==> src/cogo_defines.svh <==
// register offsets, field positions, reset values and mode codes for the clock output override
`ifndef COGO_DEFINES_SVH
`define COGO_DEFINES_SVH

// register indexes as printed; the byte address on the bus is four times the index
`define COGO_IDX_ENABLE      12'h724
`define COGO_IDX_SEL_P       12'h725
`define COGO_IDX_CFG_P       12'h727
`define COGO_IDX_SEL_N       12'h728
`define COGO_IDX_CFG_N       12'h72A
`define COGO_IDX_GPO_VALUE   12'h0F0

// enable register bits
`define COGO_EN_P_BIT        0
`define COGO_EN_N_BIT        1
`define COGO_EN_MASK         8'h03

// bit-selection register fields
`define COGO_SEL_BIT_HI      14
`define COGO_SEL_BIT_LO      12
`define COGO_SEL_PAGE_HI     11
`define COGO_SEL_PAGE_LO     8
`define COGO_SEL_OFS_HI      6
`define COGO_SEL_OFS_LO      0
`define COGO_SEL_MASK        16'h7F7F

// config register mode field
`define COGO_CFG_MODE_HI     2
`define COGO_CFG_MODE_LO     0
`define COGO_CFG_MASK        8'h07
`define COGO_MODE_GPO        3'h1
`define COGO_MODE_STATUS     3'h3

// reset values
`define COGO_RST_ENABLE      8'h00
`define COGO_RST_SEL         16'h0000
`define COGO_RST_CFG         8'h01
`define COGO_RST_GPO_VALUE   24'h000000

// ahb-lite codes
`define COGO_HTRANS_NONSEQ   2'h2
`define COGO_HSIZE_WORD      3'h2
`define COGO_GPO_WIDTH       24

`endif

==> src/cogo_pkg.sv <==
// types shared by the clock output override modules
package cogo_pkg;

	// layout of a bit-selection register
	typedef struct packed
	{
		logic       rsv15;
		logic [2:0] bitpos;
		logic [3:0] page;
		logic       rsv7;
		logic [6:0] offset;
	} cogo_sel_t;

	// pin behaviour once the override is on
	typedef enum logic [1:0]
	{
		COGO_PIN_GPO,
		COGO_PIN_STATUS,
		COGO_PIN_RESERVED
	} cogo_pin_kind_t;

endpackage

==> src/cogo_pin_if.sv <==
// settings handed from the register block to one pin's override logic
`timescale 1ns/1ps
interface cogo_pin_if;
	logic                   enable;
	cogo_pkg::cogo_pin_kind_t kind;
	logic [2:0]             bitpos;
	logic                   gpo_level;
	logic [7:0]             mirror_byte;

	modport ctrl
	(
		output enable,
		output kind,
		output bitpos,
		output gpo_level,
		output mirror_byte
	);

	modport pin
	(
		input  enable,
		input  kind,
		input  bitpos,
		input  gpo_level,
		input  mirror_byte
	);
endinterface

==> src/cogo_pin_mux.sv <==
// one output pin: divided clock or a registered override level
`timescale 1ns/1ps
module cogo_pin_mux
	import cogo_pkg::*;
(
	// clock and reset
	input  wire logic  i_core_clk,
	input  wire logic  i_srst,
	// settings
	cogo_pin_if.pin    cfg,
	// pin side
	input  wire logic  i_div_clk,
	output logic       o_pin
);

	logic override_level;
	logic next_override_level;

	// the mirrored bit is picked straight from the live byte, so no latching or stretching
	assign next_override_level = (cfg.kind == COGO_PIN_GPO)    ? cfg.gpo_level :
	                             (cfg.kind == COGO_PIN_STATUS) ? cfg.mirror_byte[cfg.bitpos] :
	                             1'b0;

	// one flop of delay keeps the override level glitch free
	always_ff @(posedge i_core_clk)
	begin
		if (i_srst)
			override_level <= 1'b0;
		else
			override_level <= next_override_level;
	end

	// the divided clock bypasses the flop: registering it would destroy the clock
	assign o_pin = cfg.enable ? override_level : i_div_clk;

endmodule

==> src/cogo_top.sv <==
// clock output pin pair with general-purpose output override and ahb-lite registers
//
// Register access over AHB-Lite is this design's own decision.
`timescale 1ns/1ps

// Function
// - negative pin carries divided clock unless its override enable bit is set.
// - positive pin carries divided clock unless its override enable bit is set.
// - selector bits 14:12 pick the bit inside the observed host byte.
// - selector bits 11:8 pick the host register map page.
// - selector bits 6:0 pick the byte offset within that page.
// - mode 001 drives the general-purpose value bit at twice the output index, or the bit above it on the negative pin.
// - mode 011 drives a copy of the selected host register bit.
// - mode is config bits 2:0; other codes are reserved.
// - negative selector uses the same bit, page and offset layout.
module cogo_top
	import cogo_pkg::*;
#(
	parameter int OUTPUT_INDEX = 0
)
(
	// clock and reset
	input  wire logic        i_core_clk,
	input  wire logic        i_srst,
	// ahb-lite slave
	input  wire logic        i_hsel,
	input  wire logic [31:0] i_haddr,
	input  wire logic [1:0]  i_htrans,
	input  wire logic        i_hwrite,
	input  wire logic [2:0]  i_hsize,
	input  wire logic        i_hready,
	input  wire logic [31:0] i_hwdata,
	output logic      [31:0] o_hrdata,
	output logic             o_hreadyout,
	output logic             o_hresp,
	// host register map lookup for status mirroring
	output logic      [3:0]  o_mirror_page_p,
	output logic      [6:0]  o_mirror_offset_p,
	input  wire logic [7:0]  i_mirror_byte_p,
	output logic      [3:0]  o_mirror_page_n,
	output logic      [6:0]  o_mirror_offset_n,
	input  wire logic [7:0]  i_mirror_byte_n,
	// divided clocks in, pins out
	input  wire logic        i_div_clk_p,
	input  wire logic        i_div_clk_n,
	output logic             o_out_p,
	output logic             o_out_n
);

`include "cogo_defines.svh"

	// the gpo value bits for this pair; index wraps into the 24-bit value register
	localparam logic [4:0] GPO_IDX_P = 5'((2 * OUTPUT_INDEX) % `COGO_GPO_WIDTH);
	localparam logic [4:0] GPO_IDX_N = 5'((2 * OUTPUT_INDEX + 1) % `COGO_GPO_WIDTH);

	// registers
	logic [7:0]  pin_override_enable;
	cogo_sel_t   positive_pin_bit_selector;
	logic [7:0]  positive_pin_override_config;
	cogo_sel_t   negative_pin_bit_selector;
	logic [7:0]  negative_pin_override_config;
	logic [23:0] gpo_value;

	// captured address phase
	logic        wr_pending;
	logic [11:0] wr_index;
	logic        next_wr_pending;
	logic [31:0] next_hrdata;

	// byte address to register index; unaligned addresses never match
	function automatic logic [11:0] addr_index(input logic [31:0] addr);
		addr_index = addr[13:2];
	endfunction

	// classify a mode code; unknown codes fall into the reserved kind
	function automatic cogo_pin_kind_t mode_kind(input logic [7:0] cfg);
		logic [2:0] mode;
		mode = cfg[`COGO_CFG_MODE_HI:`COGO_CFG_MODE_LO];
		if (mode == `COGO_MODE_GPO)
			mode_kind = COGO_PIN_GPO;
		else if (mode == `COGO_MODE_STATUS)
			mode_kind = COGO_PIN_STATUS;
		else
			mode_kind = COGO_PIN_RESERVED;
	endfunction

	// address phase decode
	wire        addr_valid;
	wire        addr_ok;
	wire [11:0] addr_idx;
	wire        rd_take;
	wire        hit_enable;
	wire        hit_sel_p;
	wire        hit_cfg_p;
	wire        hit_sel_n;
	wire        hit_cfg_n;
	wire        hit_gpo;

	assign addr_valid = i_hsel && i_hready && i_htrans[1];
	assign addr_ok    = (i_haddr[1:0] == 2'h0) && (i_haddr[31:14] == 18'h00000);
	assign addr_idx   = addr_index(i_haddr);
	assign rd_take    = addr_valid && !i_hwrite;
	assign next_wr_pending = addr_valid && i_hwrite && addr_ok;

	// data phase write decode, from the captured index
	assign hit_enable = wr_pending && (wr_index == `COGO_IDX_ENABLE);
	assign hit_sel_p  = wr_pending && (wr_index == `COGO_IDX_SEL_P);
	assign hit_cfg_p  = wr_pending && (wr_index == `COGO_IDX_CFG_P);
	assign hit_sel_n  = wr_pending && (wr_index == `COGO_IDX_SEL_N);
	assign hit_cfg_n  = wr_pending && (wr_index == `COGO_IDX_CFG_N);
	assign hit_gpo    = wr_pending && (wr_index == `COGO_IDX_GPO_VALUE);

	// read mux: reserved bits and unmapped addresses read as zero
	always_comb
	begin
		next_hrdata = 32'h00000000;
		if (!addr_ok)
			next_hrdata = 32'h00000000;
		else if (addr_idx == `COGO_IDX_ENABLE)
			next_hrdata = {24'h000000, pin_override_enable};
		else if (addr_idx == `COGO_IDX_SEL_P)
			next_hrdata = {16'h0000, positive_pin_bit_selector};
		else if (addr_idx == `COGO_IDX_CFG_P)
			next_hrdata = {24'h000000, positive_pin_override_config};
		else if (addr_idx == `COGO_IDX_SEL_N)
			next_hrdata = {16'h0000, negative_pin_bit_selector};
		else if (addr_idx == `COGO_IDX_CFG_N)
			next_hrdata = {24'h000000, negative_pin_override_config};
		else if (addr_idx == `COGO_IDX_GPO_VALUE)
			next_hrdata = {8'h00, gpo_value};
	end

	// zero-wait slave: always ready, always okay
	assign o_hreadyout = 1'b1;
	assign o_hresp     = 1'b0;

	// address phase capture and read data, valid through the data phase
	always_ff @(posedge i_core_clk)
	begin
		if (i_srst)
		begin
			wr_pending <= 1'b0;
			wr_index   <= 12'h000;
			o_hrdata   <= 32'h00000000;
		end
		else
		begin
			wr_pending <= next_wr_pending;
			wr_index   <= addr_idx;
			if (rd_take)
				o_hrdata <= next_hrdata;
		end
	end

	// override enables; only the two pin bits exist
	always_ff @(posedge i_core_clk)
	begin
		if (i_srst)
			pin_override_enable <= `COGO_RST_ENABLE;
		else if (hit_enable)
			pin_override_enable <= i_hwdata[7:0] & `COGO_EN_MASK;
	end

	// selectors keep bit, page and offset; bits 15 and 7 stay zero
	always_ff @(posedge i_core_clk)
	begin
		if (i_srst)
		begin
			positive_pin_bit_selector <= `COGO_RST_SEL;
			negative_pin_bit_selector <= `COGO_RST_SEL;
		end
		else
		begin
			if (hit_sel_p)
				positive_pin_bit_selector <= i_hwdata[15:0] & `COGO_SEL_MASK;
			if (hit_sel_n)
				negative_pin_bit_selector <= i_hwdata[15:0] & `COGO_SEL_MASK;
		end
	end

	// mode configs; reserved codes are stored and read back but drive the pin low
	always_ff @(posedge i_core_clk)
	begin
		if (i_srst)
		begin
			positive_pin_override_config <= `COGO_RST_CFG;
			negative_pin_override_config <= `COGO_RST_CFG;
		end
		else
		begin
			if (hit_cfg_p)
				positive_pin_override_config <= i_hwdata[7:0] & `COGO_CFG_MASK;
			if (hit_cfg_n)
				negative_pin_override_config <= i_hwdata[7:0] & `COGO_CFG_MASK;
		end
	end

	// general-purpose output levels shared by all outputs of the device
	always_ff @(posedge i_core_clk)
	begin
		if (i_srst)
			gpo_value <= `COGO_RST_GPO_VALUE;
		else if (hit_gpo)
			gpo_value <= i_hwdata[23:0];
	end

	// lookup addresses come straight from the selectors so a rewrite takes effect at once
	assign o_mirror_page_p   = positive_pin_bit_selector.page;
	assign o_mirror_offset_p = positive_pin_bit_selector.offset;
	assign o_mirror_page_n   = negative_pin_bit_selector.page;
	assign o_mirror_offset_n = negative_pin_bit_selector.offset;

	// per-pin settings
	cogo_pin_if cfg_p ();
	cogo_pin_if cfg_n ();

	assign cfg_p.enable      = pin_override_enable[`COGO_EN_P_BIT];
	assign cfg_p.kind        = mode_kind(positive_pin_override_config);
	assign cfg_p.bitpos      = positive_pin_bit_selector.bitpos;
	assign cfg_p.gpo_level   = gpo_value[GPO_IDX_P];
	assign cfg_p.mirror_byte = i_mirror_byte_p;

	assign cfg_n.enable      = pin_override_enable[`COGO_EN_N_BIT];
	assign cfg_n.kind        = mode_kind(negative_pin_override_config);
	assign cfg_n.bitpos      = negative_pin_bit_selector.bitpos;
	assign cfg_n.gpo_level   = gpo_value[GPO_IDX_N];
	assign cfg_n.mirror_byte = i_mirror_byte_n;

	// positive pin
	cogo_pin_mux u_pin_p
	(
		.i_core_clk (i_core_clk),
		.i_srst     (i_srst),
		.cfg        (cfg_p),
		.i_div_clk  (i_div_clk_p),
		.o_pin      (o_out_p)
	);

	// negative pin
	cogo_pin_mux u_pin_n
	(
		.i_core_clk (i_core_clk),
		.i_srst     (i_srst),
		.cfg        (cfg_n),
		.i_div_clk  (i_div_clk_n),
		.o_pin      (o_out_n)
	);

endmodule

==> config.mk <==
export PLATFORM = sky130hd
export DESIGN_NAME = cogo_top
export DESIGN_NICKNAME = d
export VERILOG_FILES = /design/src/cogo_pkg.sv /design/src/cogo_pin_if.sv /design/src/cogo_pin_mux.sv /design/src/cogo_top.sv
export VERILOG_INCLUDE_DIRS = /design/src /design/src/src
export SDC_FILE = /design/constraint.sdc
export NUM_CORES = 1
export LEC_CHECK = 0
export ABC_AREA = 1
export BUFFER_PORTS_ARGS = -buffer_cell sky130_fd_sc_hd__buf_2
export CAP_MARGIN = 0
export CORE_MARGIN = 2
export CORE_UTILIZATION = 45
export DETAILED_ROUTE_END_ITERATION = 10
export HOLD_SLACK_MARGIN = 0.15
export PLACE_DENSITY_LB_ADDON = 0.3
export SLEW_MARGIN = 20
export SYNTH_ARGS = -nofsm -noshare
export SYNTH_HDL_FRONTEND = slang
export SYNTH_SLANG_ARGS = --single-unit
==> constraint.sdc <==
create_clock -name i_core_clk -period 1.35 [get_ports i_core_clk]
set_input_delay 0.0675 -clock i_core_clk [delete_from_list [all_inputs] [get_ports i_core_clk]]
set_output_delay 0.0675 -clock i_core_clk [all_outputs]
set_load 0.02 [all_outputs]
==> impl_results.md <==
* Area grow syn2layout at 44.30%
* Vias per cell at 5.215
* Row Count at 37
* Ranking of synthesized cells by area: dfxtp_1 42%, nand2_1 11%, a21oi_1 6.9%
* Syn Area/Cell at 7.507 um2
* Worst-Skew Late Latency at 0.38 ns
* Routed length on met1 at 6369 um
* Synth cell count leaders: 136 x nand2_1, 99 x dfxtp_1, 77 x inv_1, 73 x nor2_1, 66 x a21oi_1
* Critical-path top delay cell: dfxtp_2
* CTS root buf: clkbuf_8
* DR top layer: met4
* Core area at 0.01032 mm2
* WP data arrival at 1.73 ns
* Worst IR drop on VDD at 0.6182 mV
* Placed cell count at 910
* Worst-path cell chain: nand3b_1, nor4_4, buf_6, buf_6, clkbuf_16, a211oi_2
* Asr flop ratio synth at 0
* Sequential share of the synthesized area at 0.4157
* Reg clk slew, reported paths at 0.11 ns
* Slew Limit Fails at 0
* Fin crit share at 1.098
* DRC at 0
* Sw frac at 0.2703
* Crit path launch type: flop
* Int Pwr at 0.004118 W
* Hold Vio Cnt, Final at 0
* Crit path time final at 1.482 ns
* CTS tree: done
* Mapped Area at 0.004767 mm2
* Clock power share at 0.369
* Drt first pass iters at 8
* Die Area at 0.01143 mm2
* Non-filler cells, final at 982
* Die H at 106.9 um
* Worst path max stage delay at 0.34 ns
* Final layout net count at 933
* Primary FF master, synth: dfxtp_1
* Psw at 0.001526 W
* # diodes at 0
* Gr ovfl total at 0
* Synth warnings at 0
* Min-Delay Path Class: in2reg
* Antenna violations before repair at 0
* EDFF count, synth at 0
* Cell count after synthesis at 635
* Routed len/inst at 15.90 um
* Proportion of layout cells with a drive suffix above 1 at 0.3806
* GRT Util Overall at 0.2477
* Req. time, crit path at 1.60 ns
* Buffers & Inverters on Critical Path at 3
* Fmax at 674.9 MHz
* Kind of cell adding the most delay to the critical path: simple AND/OR/NAND/NOR gates
* RSZ-0062 raised after global routing: true
* Fin Clk Skew at 0.01708 ns
* Pin count of the biggest net entering global routing at 78
* Setup TNS at -3.794 ns
* Routed WL at 15,620 um
* Pwr Density at 820.5 mW/mm2
* Final Util at 0.6663
* Leakage at 2.946 nW
* CP Capture Type: flop
* Setup violators final at 55
* DRT iter0 DRCs at 446
* Post-synth cell types at 41
* Die Wd at 106.9 um
* Num CTS Buffers at 9
* Number of I/O pins at 150
* Vias in the first global route at 4,645
* Initial Util at 0.4618
* Sink Count at 99
* Max cap viols at 0
* Synth Register Bits at 99
* CTS H-tree lvls at 3
* Post-DP HPWL at 9576 um
* Worst Setup Slack, final at -0.1318 ns
* Sequential power share at 0.523
* Failing checks: negative setup slack
* Most common cell on crit path: buf_6
* Vias post-DR at 5,121
* CP Max Fanout at 6
* CP Class: reg2reg
* Synth top area share at 0.4157
* Status: complete, but fails checks
* Clk buf depth at 2
* Logic pwr share at 0.108
* Worst hold slack at 0.2087 ns
* Most frequent cell after synthesis: nand2_1
* First-pass GRT wire length at 22,540 um
* DR WL met3 at 1083 um
* Pre-CTS setup slack at -0.1405 ns
* Fillers at 846
* Final ANT Viol Nets at 0
* Routed wl met2 at 7754 um
* # port buffers at 127
* Synth area leader: dfxtp_1
* GP Congestion at 0.9160
-- through the flow --
stage          instance area (um2)  power (W)
2_1_floorplan                 4798   0.003256
3_3_place_gp                  5687   0.003466
3_5_place_dp                  5687   0.003474
4_1_cts                       6451   0.005603
5_1_grt                       6879   0.005827
6_report                      6879   0.005644
-- worst min-delay path, cell delays in order --
cell and delay, ns:
buf_2 0.15, o21ai_0 0.09, nand2_1 0.07, nand2_1 0.06, a21oi_1 0.11
-- flip-flops by register name (all words and copies together) (netlist names) --
signal,cells
o_mirror_offset_n,7
pin_override_enable,2
cfg_n.bitpos,3
o_mirror_page_p,4
u_pin_n.override_level,1
gpo_value,24
wr_pending,1
o_hrdata,24
cfg_p.bitpos,3
o_mirror_page_n,4
positive_pin_override_config,3
wr_index,12
negative_pin_override_config,3
o_mirror_offset_p,7
u_pin_p.override_level,1
-- layer usage --
layer,vias up,global-route usage
met2,236,0.4372
met1,2377,0.3150
met4,0,0.07699
met3,34,0.03040
met5,-,0
li1,2474,-
-- final timing paths --
| path | start | cells after the start | endpoint | slack, ns |
|---|---|---|---|---|
| hold / removal | i_haddr[2] | 5 | o_hrdata[1]$_SDFFE_PP0P_ | 0.21 |
| setup / recovery | wr_index[11]$_SDFF_PP0_ | 6 | gpo_value[1]$_SDFFE_PP0P_ | -0.13 |
| setup reg to reg | wr_index[11]$_SDFF_PP0_ | 6 | gpo_value[1]$_SDFFE_PP0P_ | -0.13 |
| hold reg to reg | o_hrdata[10]$_SDFFE_PP0P_ | 2 | o_hrdata[10]$_SDFFE_PP0P_ | 0.47 |
-- kinds of logic after synthesis --
family / synth area share
AOI/OAI and AO/OA: 0.1869
and+or+nand+nor: 0.2727
buffers and inverters: 0.1207
DFF: 0.4157
muxes: 0.002362
other: 0.001575
-- power by group through the flow --
stage               sequential, W  combinational (W)  clock, W
finish                    0.00295           0.000607   0.00208
global route              0.00296           0.000658   0.00221
CTS                       0.00295           0.000550   0.00210
detailed placement        0.00302           0.000456         0
global placement          0.00302           0.000449         0
floorplan                 0.00302           0.000239         0
-- cell usage in the layout (no fill, tap or decap), types with 7 or more instances in the layout --
master and count:
a21oi_1 57, conb_1 10, nand3_2 7, a211oi_2 24
o21ai_0 8, nand2_2 10, dfxtp_2 8, buf_6 10
buf_4 33, dfxtp_1 91, nor2_4 8, dlygate4sd3_1 38
nand2_1 126, nand3_1 31, inv_2 12, buf_2 127
nor2_1 65, nor2_2 9, clkbuf_8 9, o211ai_1 9
a21oi_2 9, o21ai_2 14, inv_1 68
-- timing repair --
item                       4_1_cts  5_1_grt
pin swaps                        6       22
gates cloned                     3        7
gates resized for setup         26       85
setup endpoints to repair       45       80
hold buffers                    38        0
hold endpoints to repair        72        0
setup buffers                    4        6
-- final cells by class --
| type | count | area, um2 | area share |
|---|---|---|---|
| clock buffer | 9 | 123.9 | 0.01801 |
| clock inverter | 7 | 92.59 | 0.01346 |
| inverter | 84 | 326.6 | 0.04747 |
| multi-input combinational | 430 | 2592 | 0.3769 |
| sequential | 99 | 1992 | 0.2896 |
| tap | 136 | 170.2 | 0.02474 |
| timing repair buffer | 217 | 1582 | 0.2299 |
Power figures use the tool's default switching activity.
